<file path="src/verilog/pmc_pkg.sv">
package pmc_pkg;
  localparam int CW = 14;
  localparam int FW = 4;
  localparam int EW = CW + FW;
  localparam int DW = 24;
  localparam int AW = 16;
  localparam logic [7:0] OFS_CTRL = 8'h00;
  localparam logic [7:0] OFS_PERIOD = 8'h04;
  localparam logic [7:0] OFS_EV1 = 8'h08;
  localparam logic [7:0] OFS_EV2 = 8'h0C;
  localparam logic [7:0] OFS_EV3 = 8'h10;
  localparam logic [7:0] OFS_EV4 = 8'h14;
  localparam logic [7:0] OFS_ADJ_A = 8'h18;
  localparam logic [7:0] OFS_ADJ_B = 8'h1C;
  localparam logic [7:0] OFS_SAMPLE = 8'h20;
  localparam logic [7:0] OFS_PHASE = 8'h24;
  localparam logic [7:0] OFS_SLAVE = 8'h28;
  localparam logic [7:0] OFS_DEAD = 8'h2C;
  localparam logic [7:0] OFS_IDIV = 8'h30;
  localparam logic [7:0] OFS_STATUS = 8'h34;
  localparam logic [7:0] OFS_ONTIME = 8'h38;
  localparam int CTRL_EN = 0;
  localparam int CTRL_CLOSED = 1;
  localparam int CTRL_SYNC_EN = 2;
  localparam int CTRL_POL_LOW = 3;
  localparam int CTRL_FAULT_EN = 4;
  localparam int STAT_FAULT = 14;
  localparam logic [5:0] RST_CTRL = 6'h00;
  localparam logic [CW-1:0] RST_PERIOD = 14'h00FF;
  localparam logic [EW-1:0] RST_EV = 18'h0_0000;
  localparam logic [AW-1:0] RST_ADJ = 16'h0000;
  localparam logic [CW-1:0] RST_CNT = 14'h0000;
  localparam logic [7:0] RST_IDIV = 8'h00;
  localparam logic [7:0] RST_DEAD = 8'h00;
endpackage : pmc_pkg
</file>
<file path="src/verilog/pmc_channel.sv">
// The register addresses and register access over Wishbone were left to the implementer.
`timescale 1ns/10ps
module pmc_channel
  import pmc_pkg::*;
(
  input wire logic clk_i, // 40 MHz clock
  input wire logic rst_i, // Synchronous reset, high
  input wire logic wb_cyc_i, // Wishbone cycle
  input wire logic wb_stb_i, // Wishbone strobe
  input wire logic wb_we_i, // Wishbone write
  input wire logic [7:0] wb_adr_i, // Byte address
  input wire logic [3:0] wb_sel_i, // Byte enables
  input wire logic [31:0] wb_dat_i, // Write data
  output logic [31:0] wb_dat_o, // Read data
  output logic wb_ack_o, // Acknowledge
  input wire logic [DW-1:0] duty_i, // Q23 duty from filter
  input wire logic duty_valid_i, // Duty strobe
  input wire logic sync_i, // Alignment input pin
  input wire logic fault_i, // Fault input pin
  input wire logic mode_switch_i, // Mode switch event
  output logic pwm_a_o, // Output A
  output logic pwm_b_o, // Output B
  output logic [FW-1:0] fine_a_o, // A fine edge delay
  output logic [FW-1:0] fine_b_o, // B fine edge delay
  output logic sync_o, // Alignment output pulse
  output logic err_conv_trig_o, // Error converter trigger
  output logic gen_conv_start_o, // General converter start
  output logic chan_event_o, // Interrupt event pulse
  output logic fault_active_o // Fault latched
);
  logic [5:0] ctrl_reg;
  logic [CW-1:0] period_shadow_reg, period_reg, cnt_reg;
  logic [CW-1:0] sample_reg, phase_reg, slave_reg;
  logic [EW-1:0] ev1_reg, ev2_reg, ev3_reg, ev4_reg;
  logic [AW-1:0] adj_a_reg, adj_b_reg;
  logic [7:0] idiv_reg, icnt_reg, dead_reg, dead_a_reg, dead_b_reg;
  logic [DW-1:0] duty_reg;
  logic fault_reg, ack_reg;
  logic [2:0] sync_sh_reg, fault_sh_reg;
  logic sync_lvl_reg, sync_prev_reg, fault_lvl_reg, fault_prev_reg;
  logic wr, rd_hit, wrap, sync_edge, fault_edge, en, run;
  logic [31:0] rd_data, wdata;
  logic [EW-1:0] on_time, fall_a, fall_b;
  logic a_raw, b_raw, a_raw_d_reg, b_raw_d_reg, a_gate, b_gate;
  logic [DW-2+EW:0] prod;

  function automatic logic [31:0] merge(input logic [31:0] o, input logic [31:0] n,
                                        input logic [3:0] s);
    logic [31:0] r;
    r = o;
    for (int i = 0; i < 4; i++) begin
      if (s[i]) begin
        r[8*i +: 8] = n[8*i +: 8];
      end
    end
    return r;
  endfunction : merge

  function automatic logic [EW-1:0] add_adj(input logic [EW-1:0] e, input logic [AW-1:0] a);
    logic signed [EW+1:0] s;
    s = $signed({2'b00, e}) + $signed({{(EW+2-AW){a[AW-1]}}, a});
    if (s < 0) begin
      return '0;
    end else if (s[EW]) begin
      return '1;
    end
    return s[EW-1:0];
  endfunction : add_adj

  // Bus: registered ack, write lands at the ack edge
  assign wr = wb_cyc_i && wb_stb_i && wb_we_i && ack_reg;
  assign wb_ack_o = ack_reg;

  always_ff @(posedge clk_i) begin
    if (rst_i) begin
      ack_reg <= 1'b0;
    end else begin
      ack_reg <= wb_cyc_i && wb_stb_i && !ack_reg;
    end
  end

  always_comb begin
    rd_hit = 1'b1;
    rd_data = '0;
    case (wb_adr_i)
      OFS_CTRL: rd_data[5:0] = ctrl_reg;
      OFS_PERIOD: rd_data[CW-1:0] = period_shadow_reg;
      OFS_EV1: rd_data[EW-1:0] = ev1_reg;
      OFS_EV2: rd_data[EW-1:0] = ev2_reg;
      OFS_EV3: rd_data[EW-1:0] = ev3_reg;
      OFS_EV4: rd_data[EW-1:0] = ev4_reg;
      OFS_ADJ_A: rd_data[AW-1:0] = adj_a_reg;
      OFS_ADJ_B: rd_data[AW-1:0] = adj_b_reg;
      OFS_SAMPLE: rd_data[CW-1:0] = sample_reg;
      OFS_PHASE: rd_data[CW-1:0] = phase_reg;
      OFS_SLAVE: rd_data[CW-1:0] = slave_reg;
      OFS_DEAD: rd_data[7:0] = dead_reg;
      OFS_IDIV: rd_data[7:0] = idiv_reg;
      OFS_STATUS: rd_data = {16'h0000, 1'b0, fault_reg, cnt_reg};
      OFS_ONTIME: rd_data[EW-1:0] = on_time;
      default: rd_hit = 1'b0;
    endcase
  end

  always_ff @(posedge clk_i) begin
    if (rst_i) begin
      wb_dat_o <= 32'h0000_0000;
    end else if (wb_cyc_i && wb_stb_i && !ack_reg) begin
      wb_dat_o <= rd_hit ? rd_data : 32'h0000_0000;
    end
  end

  // Byte lanes merged over the addressed register's present value
  assign wdata = merge(rd_data, wb_dat_i, wb_sel_i);

  // Control bits
  always_ff @(posedge clk_i) begin
    if (rst_i) begin
      ctrl_reg <= RST_CTRL;
    end else if (wr && wb_adr_i == OFS_CTRL) begin
      ctrl_reg <= wdata[5:0];
    end
  end

  // Period shadow, taken over by the time base at wrap
  always_ff @(posedge clk_i) begin
    if (rst_i) begin
      period_shadow_reg <= RST_PERIOD;
    end else if (wr && wb_adr_i == OFS_PERIOD) begin
      period_shadow_reg <= wdata[CW-1:0];
    end
  end

  // Edge events
  always_ff @(posedge clk_i) begin
    if (rst_i) begin
      ev1_reg <= RST_EV;
      ev2_reg <= RST_EV;
      ev3_reg <= RST_EV;
      ev4_reg <= RST_EV;
    end else if (wr) begin
      case (wb_adr_i)
        OFS_EV1: ev1_reg <= wdata[EW-1:0];
        OFS_EV2: ev2_reg <= wdata[EW-1:0];
        OFS_EV3: ev3_reg <= wdata[EW-1:0];
        OFS_EV4: ev4_reg <= wdata[EW-1:0];
        default: ;
      endcase
    end
  end

  // Cycle adjusts
  always_ff @(posedge clk_i) begin
    if (rst_i) begin
      adj_a_reg <= RST_ADJ;
      adj_b_reg <= RST_ADJ;
    end else if (wr) begin
      case (wb_adr_i)
        OFS_ADJ_A: adj_a_reg <= wdata[AW-1:0];
        OFS_ADJ_B: adj_b_reg <= wdata[AW-1:0];
        default: ;
      endcase
    end
  end

  // Trigger points and slave load value
  always_ff @(posedge clk_i) begin
    if (rst_i) begin
      sample_reg <= RST_CNT;
      phase_reg <= RST_CNT;
      slave_reg <= RST_CNT;
    end else if (wr) begin
      case (wb_adr_i)
        OFS_SAMPLE: sample_reg <= wdata[CW-1:0];
        OFS_PHASE: phase_reg <= wdata[CW-1:0];
        OFS_SLAVE: slave_reg <= wdata[CW-1:0];
        default: ;
      endcase
    end
  end

  // Dead time and event divider
  always_ff @(posedge clk_i) begin
    if (rst_i) begin
      dead_reg <= RST_DEAD;
      idiv_reg <= RST_IDIV;
    end else if (wr) begin
      case (wb_adr_i)
        OFS_DEAD: dead_reg <= wdata[7:0];
        OFS_IDIV: idiv_reg <= wdata[7:0];
        default: ;
      endcase
    end
  end

  // Pin inputs: three flops, a change counts when stages two and three agree
  always_ff @(posedge clk_i) begin
    if (rst_i) begin
      sync_sh_reg <= 3'b000;
      fault_sh_reg <= 3'b000;
      sync_lvl_reg <= 1'b0;
      fault_lvl_reg <= 1'b0;
      sync_prev_reg <= 1'b0;
      fault_prev_reg <= 1'b0;
    end else begin
      sync_sh_reg <= {sync_sh_reg[1:0], sync_i};
      fault_sh_reg <= {fault_sh_reg[1:0], fault_i};
      if (sync_sh_reg[1] == sync_sh_reg[2]) begin
        sync_lvl_reg <= sync_sh_reg[2];
      end
      if (fault_sh_reg[1] == fault_sh_reg[2]) begin
        fault_lvl_reg <= fault_sh_reg[2];
      end
      sync_prev_reg <= sync_lvl_reg;
      fault_prev_reg <= fault_lvl_reg;
    end
  end

  assign sync_edge = sync_lvl_reg && !sync_prev_reg;
  assign fault_edge = fault_lvl_reg && !fault_prev_reg;
  assign en = ctrl_reg[CTRL_EN];
  assign run = en && !(fault_reg && ctrl_reg[CTRL_FAULT_EN]);
  assign wrap = en && (cnt_reg >= period_reg);

  // Time base
  always_ff @(posedge clk_i) begin
    if (rst_i || !en) begin
      cnt_reg <= RST_CNT;
      period_reg <= period_shadow_reg;
    end else if (ctrl_reg[CTRL_SYNC_EN] && sync_edge) begin
      cnt_reg <= slave_reg;
    end else if (wrap) begin
      cnt_reg <= RST_CNT;
      period_reg <= period_shadow_reg;
    end else begin
      cnt_reg <= cnt_reg + 14'h0001;
    end
  end

  // Closed loop on-time: duty fraction times period in fine steps
  always_ff @(posedge clk_i) begin
    if (rst_i) begin
      duty_reg <= '0;
    end else if (duty_valid_i) begin
      duty_reg <= duty_i;
    end
  end

  assign prod = duty_reg[DW-2:0] * {period_reg, 4'h0};
  always_comb begin
    if (!ctrl_reg[CTRL_CLOSED]) begin
      on_time = ev2_reg;
    end else if (duty_reg[DW-1]) begin
      on_time = '0;
    end else begin
      on_time = prod[DW-2+EW:DW-1];
    end
  end

  assign fall_a = add_adj(on_time, adj_a_reg);
  assign fall_b = add_adj(ev4_reg, adj_b_reg);

  pmc_edge u_edge_a (
    .clk_i(clk_i),
    .rst_i(rst_i),
    .en_i(run),
    .cnt_i(cnt_reg),
    .rise_i(ev1_reg),
    .fall_i(fall_a),
    .lvl_o(a_raw),
    .fine_o(fine_a_o)
  );

  pmc_edge u_edge_b (
    .clk_i(clk_i),
    .rst_i(rst_i),
    .en_i(run),
    .cnt_i(cnt_reg),
    .rise_i(ev3_reg),
    .fall_i(fall_b),
    .lvl_o(b_raw),
    .fine_o(fine_b_o)
  );

  // Dead time: each output waits after the other one falls
  always_ff @(posedge clk_i) begin
    if (rst_i) begin
      a_raw_d_reg <= 1'b0;
      b_raw_d_reg <= 1'b0;
      dead_a_reg <= 8'h00;
      dead_b_reg <= 8'h00;
    end else begin
      a_raw_d_reg <= a_raw;
      b_raw_d_reg <= b_raw;
      if (b_raw_d_reg && !b_raw) begin
        dead_a_reg <= dead_reg;
      end else if (dead_a_reg != 8'h00) begin
        dead_a_reg <= dead_a_reg - 8'h01;
      end
      if (a_raw_d_reg && !a_raw) begin
        dead_b_reg <= dead_reg;
      end else if (dead_b_reg != 8'h00) begin
        dead_b_reg <= dead_b_reg - 8'h01;
      end
    end
  end

  assign a_gate = a_raw && (dead_a_reg == 8'h00) && !(dead_reg != 8'h00 && b_raw);
  assign b_gate = b_raw && (dead_b_reg == 8'h00) && !(dead_reg != 8'h00 && a_raw);

  always_ff @(posedge clk_i) begin
    if (rst_i) begin
      pwm_a_o <= 1'b0;
      pwm_b_o <= 1'b0;
    end else begin
      pwm_a_o <= a_gate ^ ctrl_reg[CTRL_POL_LOW];
      pwm_b_o <= b_gate ^ ctrl_reg[CTRL_POL_LOW];
    end
  end

  // Fault flag: set wins over a write-one clear
  always_ff @(posedge clk_i) begin
    if (rst_i) begin
      fault_reg <= 1'b0;
    end else if (fault_edge) begin
      fault_reg <= 1'b1;
    end else if (wr && wb_adr_i == OFS_STATUS && wb_sel_i[1] && wb_dat_i[STAT_FAULT]) begin
      fault_reg <= 1'b0;
    end
  end

  // Event outputs
  always_ff @(posedge clk_i) begin
    if (rst_i) begin
      icnt_reg <= 8'h00;
      sync_o <= 1'b0;
      err_conv_trig_o <= 1'b0;
      gen_conv_start_o <= 1'b0;
      chan_event_o <= 1'b0;
    end else begin
      sync_o <= en && (cnt_reg == phase_reg);
      err_conv_trig_o <= en && (cnt_reg == sample_reg);
      gen_conv_start_o <= 1'b0;
      chan_event_o <= fault_edge || mode_switch_i;
      if (wrap) begin
        if (icnt_reg >= idiv_reg) begin
          icnt_reg <= 8'h00;
          gen_conv_start_o <= 1'b1;
          chan_event_o <= 1'b1;
        end else begin
          icnt_reg <= icnt_reg + 8'h01;
        end
      end
    end
  end

  assign fault_active_o = fault_reg;
endmodule : pmc_channel

</file>
<file path="src/verilog/pmc_edge.sv">
`timescale 1ns/10ps
module pmc_edge
  import pmc_pkg::*;
(
  input wire logic clk_i, // System clock
  input wire logic rst_i, // Synchronous reset
  input wire logic en_i, // Channel running
  input wire logic [CW-1:0] cnt_i, // Time base
  input wire logic [EW-1:0] rise_i, // Rising edge, fine units
  input wire logic [EW-1:0] fall_i, // Falling edge, fine units
  output logic lvl_o, // Raw output level
  output logic [FW-1:0] fine_o // Fine delay of last edge
);
  always_ff @(posedge clk_i) begin
    if (rst_i || !en_i) begin
      lvl_o <= 1'b0;
      fine_o <= '0;
    end else if (cnt_i == fall_i[EW-1:FW]) begin
      lvl_o <= 1'b0;
      fine_o <= fall_i[FW-1:0];
    end else if (cnt_i == rise_i[EW-1:FW]) begin
      lvl_o <= 1'b1;
      fine_o <= rise_i[FW-1:0];
    end
  end
endmodule : pmc_edge

</file>
<file path="config.mk">
export PLATFORM = sky130hd
export DESIGN_NAME = pmc_channel
export DESIGN_NICKNAME = d
export VERILOG_FILES = /design/src/verilog/pmc_pkg.sv /design/src/verilog/pmc_channel.sv /design/src/verilog/pmc_edge.sv
export SDC_FILE = /design/constraint.sdc
export NUM_CORES = 1
export LEC_CHECK = 0
export ABC_AREA = 1
export BUFFER_PORTS_ARGS = -buffer_cell sky130_fd_sc_hd__clkbuf_2
export CAP_MARGIN = 20
export CORE_UTILIZATION = 55
export DETAILED_ROUTE_END_ITERATION = 16
export PLACE_DENSITY_LB_ADDON = 0.12
export SETUP_SLACK_MARGIN = 0.5
export SLEW_MARGIN = 20
export SYNTH_ARGS = -nofsm -noshare
export SYNTH_HDL_FRONTEND = slang
export SYNTH_SLANG_ARGS = --single-unit
</file>
<file path="constraint.sdc">
create_clock -name clk_i -period 9.6 [get_ports clk_i]
set_clock_uncertainty 0.15 [all_clocks]
set_input_delay 1.44 -clock clk_i [delete_from_list [all_inputs] [get_ports clk_i]]
set_output_delay 1.44 -clock clk_i [all_outputs]
set_load 0.02 [all_outputs]
</file>
# After elaboration in Yosys (flattened, before gate mapping)
# Index checks and enable logic that the tools add are counted.
# totals
elab_cells	184
inputBits	77
regBits	320
out_inout_bits	48
# op_classes
add_sub_neg	6
n_eq_ne	23
n_bitwise	3
muxes	41
order_cmp	4
n_reduce_logical	66
multipliers	1
# ops
operator	n
two-way mux 18 bit	9
one-hot mux 6 bit (15 select lines)	1
equality test 14 bit	6
one-hot mux 6 bit (12 select lines)	1
two-way mux 14 bit	5
equality test 8 x 6 -> 1 bit (second input constant)	7
two-way mux 8 bit	7
adder 19 x 16 -> 20 bit	2
less-than comparator 20 x 1 -> 1 bit (second input constant)	2
multiplier 23 x 14 -> 37 bit	1
equality test 8 x 5 -> 1 bit (second input constant)	4
one-hot mux 2 bit (14 select lines)	1
logical AND 1 bit	25
zero test 8 bit	3
AND reduction 2 bit	12
nonzero test 8 bit	3
equality test 8 x 4 -> 1 bit (second input constant)	2
two-way mux 4 bit	4
one-hot mux 2 bit (8 select lines)	1
subtractor 8 x 1 -> 8 bit (second input constant)	2
OR reduction 15 bit	1
adder 14 x 1 -> 14 bit (second input constant)	1
greater-or-equal comparator 14 bit	1
nonzero test 2 bit	6
13 further kinds	37

# Longest topological paths before layout
# Gate-level depths: netlist of the first run.
# depth
ltp_word	9
ltp_mapped	50
ltp_nobuf	48

# Modules after synthesis
# Synthesis of the first run repeated with hierarchy kept, for this count alone.
# hier_totals
hier_cells	3994
hier_area_um2	27934.3
# by_module_without_submodules
module	seq_area_each_um2	area_each_um2	cells_per_inst	n_inst
pmc_channel	6065.8	26277.7	3626	1
pmc_edge	100.1	828.3	184	2

# Worst setup path before layout of the first run
# Ideal clock, no wire load.
# synth_timing
path_type	reg2reg
from	register period_reg[2]
to	register u_edge_a.fine_o[0]
t_arrival_ps	7193
stages_incl_launch_ff	43
required_time_ps	9380
setup_slack_ps	2187
n_path_buf	2
synth_period_minus_slack_ps	7413
setup_time_ps	70
cell_sequence	edfxtp_1 -> clkbuf_1 -> nand2_1 -> fa_1 -> inv_1 -> fa_1 -> fa_1 -> inv_1 -> fa_1 -> inv_1 -> fa_1 -> inv_1 -> fa_1 -> inv_1 -> ha_1 -> nand2_1 -> o21ai_0 -> a21oi_1 -> [7 not listed] -> a21oi_1 -> o21ai_0 -> a21oi_1 -> nand2_2 -> nand2_1 -> nand2_2 -> buf_6 -> nand2_1 -> nand2_1 -> nand2_1 -> nand2_1 -> nor2_1 -> nand2_1 -> nor2_4 -> nand2_4 -> nand2_1 -> nand2_1 -> a21oi_1
# synth_via
elab_chain_len	9
elab_cells_between_ends	12
cone_classes	1 x add/sub; 1 x mul; 1 x order compare; 1 x eq/ne; 7 x mux; 1 x reduce/logical
# synth_rtl
item	line	source
start, declared	pmc_channel.sv:32	logic [CW-1:0] period_shadow_reg, period_reg, cnt_reg;
start signal, assigned	pmc_channel.sv:229	period_reg <= period_shadow_reg;
start signal, assigned	pmc_channel.sv:234	period_reg <= period_shadow_reg;
multiplier 23 x 14 -> 37 bit (*)	pmc_channel.sv:249	assign prod = duty_reg[DW-2:0] * {period_reg, 4'h0};
two-way mux 18 bit (*)	pmc_channel.sv:253	end else if (duty_reg[DW-1]) begin
two-way mux 18 bit (*)	pmc_channel.sv:251	if (!ctrl_reg[CTRL_CLOSED]) begin
adder 19 x 16 -> 20 bit (*)	pmc_channel.sv:61	s = $signed({2'b00, e}) + $signed({{(EW+2-AW){a[AW-1]}}, a});
less-than comparator 20 x 1 -> 1 bit or two-way mux 1 bit (tied branches)	pmc_channel.sv:62, pmc_channel.sv:64	
two-way mux 18 bit or two-way mux 1 bit (tied branches)	pmc_channel.sv:62	if (s < 0) begin
two-way mux 18 bit (*)	pmc_channel.sv:67	return s[EW-1:0];
equality test 14 bit	pmc_edge.sv:18	end else if (cnt_i == fall_i[EW-1:FW]) begin
two-way mux 4 bit or nonzero test 2 bit (tied branches)	n/a	
end signal, assigned	pmc_edge.sv:20	fine_o <= fall_i[FW-1:0];
end signal, assigned	pmc_edge.sv:23	fine_o <= rise_i[FW-1:0];
end, declared	pmc_edge.sv:12	output logic [FW-1:0] fine_o
# Mark *: on every way between the ends. The rest lies on a longest branch, timed or not.
# A chain may end at the register's enable or synchronous reset.

# Worst setup path after layout of the first run
# layout_timing
from	register period_reg[2]
to	register u_edge_a.fine_o[1]
# The elaborated chain is that of the path after synthesis.

==> metrics.cfg, run 1 <==
[global_route]
overflow = 0
grt_pass1_wl_mm = 147.2
grt_pass1_vias = 25720
antenna_found_initial = 0
grt_max_degree = 110
grtUsageTotal = 0.3674

[hold_path]
worstHoldPathType = flop to flop
hp-start = fault_sh_reg[0]$_SDFF_PP0_

[route]
viasPerCell = 5.693
postRouteAntennaNets = 0
wl_per_cell_um = 20.30
dr.pass1.iters = 6
vias = 27040
drt_iter0_markers = 2618
routed_wl_mm = 96.42
drc = 0

[synthesis]
syn_inst = 4003
synth_edf_count = 14
synth_flop_cell = dfxtp_1
synth.avg_cell_area_um2 = 7.003
synth_cell_types = 60
post-synth-top-area-fraction = 0.2085
ys_ff_latch = 306
synth_area_leaders = dfxtp_1 (21%), fa_1 (18%), nand2_1 (14%)
yosys.area.top_type = dfxtp_1
yosysWarnings = 0
synth_area_um2 = 28030
async_reset_ff_frac = 0
synth-seq-area-share = 0.2235

[floorplanning]
rows = 82
start_util = 0.5588
io_pins = 125
floorplan.die_area_um2 = 51880
core_um2 = 50170
fp.dieH_um = 227.8
die_w_um = 227.8

[pwr]
power_leakage_nw = 15.46
ir_worst_vdd_uv = 178.3
power_density_nw_per_um2 = 169.4
power_mw = 5.185

[run_status]
status = completed

[final_layout]
syn_to_final_growth_pct = 9.212
final_common_cell = nand2_1
final_cells = 4749
fin_area_um2 = 30620
layout-drive-gt1-share = 0.07922
final_cell_mix = nand2_1 (1016), inv_1 (671), a21oi_1 (314)
nNetsFinal = 4540
diodes = 0
largest_register_ffs = 24

[clocking]
cts_root_buffer = clkbuf_16
cts_hold_buffers = 0
cts_sinks = 306
clockBufferDepth = 3
clock_latency_ns = 0.59
htree_levels = 2
clk_pin_slew_ns = 0.06
cts_tree = built
cts_made_buffers = 37

[place]
dp_hpwl_mm = 73.92
post_dp_cell_area_um2 = 29190
portBuffers = 95
post-place-cells = 4672
gp_congestion = 0.9972

[sta]
slew_viol_final = 0
setup_tns_ns = 0
rsz0062_at_grt = yes
min_period_over_period = 0.9028
hold_viol = 0
fin_crit_ns = 8.667
max_freq_ghz = 0.1154
slew_headroom = 0.2667
setup_viol = 0
worst_slew_pin_slew_ns = 1.100

[worst_setup_path]
crit_path_start_kind = flop
crit_fanout = 13
end_kind = flop
slowest_delay_ns = 0.54
crit-reg2reg-launch = period_reg[2]$_DFFE_PP_
critical_path.top_delay_family = adder cells
startpoint = period_reg[2]$_DFFE_PP_
crit_type = flop to flop
critPathArrivalTime_ns = 8.97
slowest_stage = edfxtp_1
cp.required_ns = 9.90
path_buf_inv = 7

[run]
cap_violations = 0

-- through the flow --
stage	util	hold WS [ns]	setup slack, ns
final	0.6102	0.2515	0.9328
after global routing	0.6102	0.2824	0.4659
after CTS	0.6064	0.2547	0.5185
after detailed placement	0.5818	0.2454	0.5481
after global placement	0.5815	0.2407	0.6085
after floorplan	-	0.2383	2.187
-- logic make-up after synthesis --
logic type	share of synthesized area
compound gates	0.1508
xor+xnor	0.01625
fa+ha+maj	0.2517
buf+inv	0.1208
flops	0.2235
other cells	0.0001338
simple gates	0.2368
-- cell usage after synthesis (all sizes together), types with 2 or more instances --
cell and n:
o221ai 3, a22o 10, a31oi 9, nand4 41, nor4 14, xor2 21, o21bai 7, o2111ai 5
a221oi 12, o211ai 6, nor2 255, clkbuf 133, a211oi 16, edfxtp 14, a21o 5, buf 46
ha 164, clkinv 11, fa 250, nand2 1035, a22oi 7, nor3 33, a21boi 6, and2 4
o21ai 324, dfxtp 292, inv 682, nand3 168, o21a 7, a32o 3, nor3b 3, o2bb2ai 2
a21oi 319, a2111oi 3, o22ai 26, or2 18, or3 2, nand3b 11, xnor2 31
-- path summary, 6_finish.rpt --
check                                                       end  slack, ns  cells after the start
worst max-delay path            u_edge_a.fine_o[1]$_SDFFE_PP0P_       0.93                     36
worst min-delay path                 fault_sh_reg[1]$_SDFF_PP0_       0.25                      2
worst max register to register  u_edge_a.fine_o[1]$_SDFFE_PP0P_       0.93                     36
worst min register to register       fault_sh_reg[1]$_SDFF_PP0_       0.25                      2
-- report_power, final --
group | total, mW | leakage (nW) | switching [mW] | internal, mW
Combinational | 2.37 | 12.4 | 1.52 | 0.856
Clock | 1.45 | 0.592 | 0.621 | 0.827
Sequential | 1.36 | 2.50 | 0.0464 | 1.32
-- final cells by class --
type / count / area (µm²)
multi-input combinational: 2838 / 18500
inverter: 693 / 2604
tap: 672 / 840.8
sequential: 306 / 6269
fill: 4803 / 19560
clock inverter: 14 / 187.7
timing repair buffer: 173 / 1172
clock buffer: 53 / 1046
-- what timing repair did --
action / CTS / global route
endpoints found under the hold margin: 0 / 0
resized for setup: 0 / 16
buffers inserted: 0 / 10
endpoints found under the setup margin: 0 / 5
-- layer usage --
| metal | wire length [µm] | global-route usage |
|---|---|---|
| met3 | 7779 | 0.04850 |
| met1 | 37860 | 0.4620 |
| met2 | 44920 | 0.6097 |
| met5 | 0 | 0 |
| met4 | 5860 | 0.2052 |
-- worst reg2reg max path, delay by kind of cell, from the launching register on --
family	cells	cell delay [ns]
compound gates	10	2.04
fa+ha+maj	8	3.66
buf+inv	7	0.58
flops	1	0.54
simple gates	11	1.57
Power figures use the tool's default switching activity.
==> inputs of run 2 (changes only) <==
CORE_UTILIZATION = 35   (was 55)
REMOVE_ABC_BUFFERS = 1   (was unset)
SLEW_MARGIN = unset   (was 20)
==> run 2 against run 1 <==
Net effect:
- cell area grew 1.9%
- via count fell by 3.4%
- sequential power is essentially flat
- global-route usage is 11 points lower
- register-to-register slack better by 0.14 ns
- maximum frequency increased by 1.6%
- combinational power barely moved
- final cell count grew 8.1%
- worst setup slack improved by 0.14 ns
- non-clock buffer count up 9
- power up 0.62%
- critical endpoint is now u_edge_a.fine_o[0]$_SDFFE_PP0P_
- largest power group unchanged
==> metrics.cfg, run 2 (synthesis results as in run 1) <==
[worst_setup_path]
crit_type = flop to flop
crit_path_start_kind = flop
end_kind = flop
crit_fanout = 29  ; +16
slowest_stage = fa_1
critPathArrivalTime_ns = 8.88  ; -0.09 ns
cp_common_cell = nand2_1
cp.required_ns = 9.95  ; +0.05 ns
slowest_delay_ns = 0.53  ; about the same

[global_route]
antenna_found_initial = 0  ; unchanged
grtUsageTotal = 0.2545  ; -0.1129
overflow = 0  ; unchanged
grt_pass1_wl_mm = 158.4  ; +7.6%
grt_pass1_vias = 25920  ; +0.80%
grt_max_degree = 102  ; -7.3%

[floorplanning]
rows = 103  ; +26%
fp.dieH_um = 285.0  ; +25%
floorplan.die_area_um2 = 81230  ; +57%
io_pins = 125  ; unchanged
core_um2 = 79130  ; +58%
start_util = 0.3543  ; -0.2045
die_w_um = 285.0  ; +25%

[pwr]
power_density_nw_per_um2 = 167.2  ; -1.3%
power_leakage_nw = 15.53  ; +0.45%
ir_worst_vdd_uv = 124.2  ; -30%

[final_layout]
final_cells = 5135  ; +8.1%
syn_to_final_growth_pct = 11.33
final_common_cell = nand2_1
diodes = 0  ; unchanged
layout-drive-gt1-share = 0.08372  ; +0.004496
fillers = 8569  ; +78%
multi_input_comb_area_um2 = 18490  ; about the same
largest_register_ffs = 24  ; unchanged
final_cell_mix = nand2_1 (1016), inv_1 (671), a21oi_1 (316)
nNetsFinal = 4549  ; +0.20%
seq_area_um2 = 6280  ; +0.18%

[clocking]
cts_tree = built
cts_made_buffers = 37  ; unchanged
clockBufferDepth = 3  ; unchanged
cts_root_buffer = clkbuf_16
clk_pin_slew_ns = 0.06  ; about the same
clock_latency_ns = 0.58  ; about the same
htree_levels = 2  ; unchanged
cts_sinks = 306  ; unchanged

[sta]
hold_viol = 0  ; unchanged
setup_viol = 0  ; unchanged
rsz0062_at_grt = no
min_period_over_period = 0.8885  ; -0.01429
max_freq_ghz = 0.1172  ; +1.6%
setup_tns_ns = 0  ; unchanged
worst_slew_pin_slew_ns = 1.092  ; -0.007953 ns
slew_viol_final = 0  ; unchanged
fin_crit_ns = 8.530  ; -0.1372 ns
slew_headroom = 0.2532  ; -0.01352

[route]
routed_wl_mm = 102.9  ; +6.8%
vias = 26120  ; -3.4%
drt_iter0_markers = 1958  ; -25%
drc = 0  ; unchanged
postRouteAntennaNets = 0  ; unchanged
viasPerCell = 5.086  ; -11%
dr.pass1.iters = 5  ; -1
wl_per_cell_um = 20.05  ; -1.3%

[place]
post-place-cells = 5056  ; +8.2%
gp_congestion = 0.9328  ; -6.5%
portBuffers = 95  ; unchanged
dp_hpwl_mm = 81.49  ; +10%

[run_status]
status = completed

[hold_path]
worstHoldPathType = flop to flop

[run]
cap_violations = 0  ; unchanged

[run 2: cell types whose count changed in the layout (fill, tap and decap cells not counted), sizes merged]
cell,change
buf,+9
bufinv,-1
clkbuf,-1
clkinv,+5
clkinvlp,-2
inv,-2
[run 2: power breakdown]
part / switching [mW] / internal [mW]
Clock: 0.633 / 0.819
Combinational: 1.54 / 0.857
Sequential: 0.0503 / 1.32
Total: 2.22 / 2.99
[run 2: repair_timing]
item	in CTS	in global routing
setup endpoints to repair	0	5
gates resized for setup	0	14
hold buffers	0	0
endpoints found under the hold margin	0	0
buffers inserted	0	13
[run 2: final cells by class]
| cell class | count | area share |
|---|---|---|
| multi-input cells | 2838 | 0.5924 |
| flip-flops and latches | 306 | 0.2012 |
| inverters | 693 | 0.08343 |
| well taps | 1050 | 0.04210 |
| repair buffers | 182 | 0.04137 |
| clock buffers | 52 | 0.03436 |
| clock inverters | 14 | 0.005132 |
[run 2: metal layers]
layer / vias up / global-route usage / routed length, µm
met1: 12500 / 0.3253 / 44170
met3: 170 / 0.02264 / 4348
met5: - / 0 / 0
li1: 12770 / - / -
met4: 0 / 0.08302 / 3476
met2: 681 / 0.4499 / 50940
[run 2: worst paths after layout]
| path | start | endpoint | slack (ns) | cells past startpoint |
|---|---|---|---|---|
| worst max register to register | period_reg[8]$_DFFE_PP_ | u_edge_a.fine_o[0]$_SDFFE_PP0P_ | 1.07 | 38 |
| worst min register to register | fault_sh_reg[0]$_SDFF_PP0_ | fault_sh_reg[1]$_SDFF_PP0_ | 0.26 | 2 |
| worst min-delay path | fault_sh_reg[0]$_SDFF_PP0_ | fault_sh_reg[1]$_SDFF_PP0_ | 0.26 | 2 |
| worst max-delay path | period_reg[8]$_DFFE_PP_ | u_edge_a.fine_o[0]$_SDFFE_PP0P_ | 1.07 | 38 |
[run 2: per-stage QoR]
stage / worst slack (ns) / hold slack (ns) / power [mW] / instance area, µm² / util
3_3_place_gp: 0.6080 / 0.2451 / 3.810 / 29710 / 0.3755
2_1_floorplan: 2.120 / 0.2383 / 3.117 / 27300 / -
4_1_cts: 0.5357 / 0.2563 / 5.272 / 30940 / 0.3911
5_1_grt: 0.5068 / 0.2884 / 5.684 / 31210 / 0.3944
6_report: 1.070 / 0.2562 / 5.217 / 31210 / 0.3944
3_5_place_dp: 0.5908 / 0.2482 / 3.800 / 29710 / 0.3755
[run 2: worst max-delay path, delay by kind of cell, from the launching register on]
family          cells  cell delay, ns
buf+inv             7            0.62
flops               1            0.42
fa+ha+maj           8            3.77
compound gates      9            1.99
simple gates       14            1.50
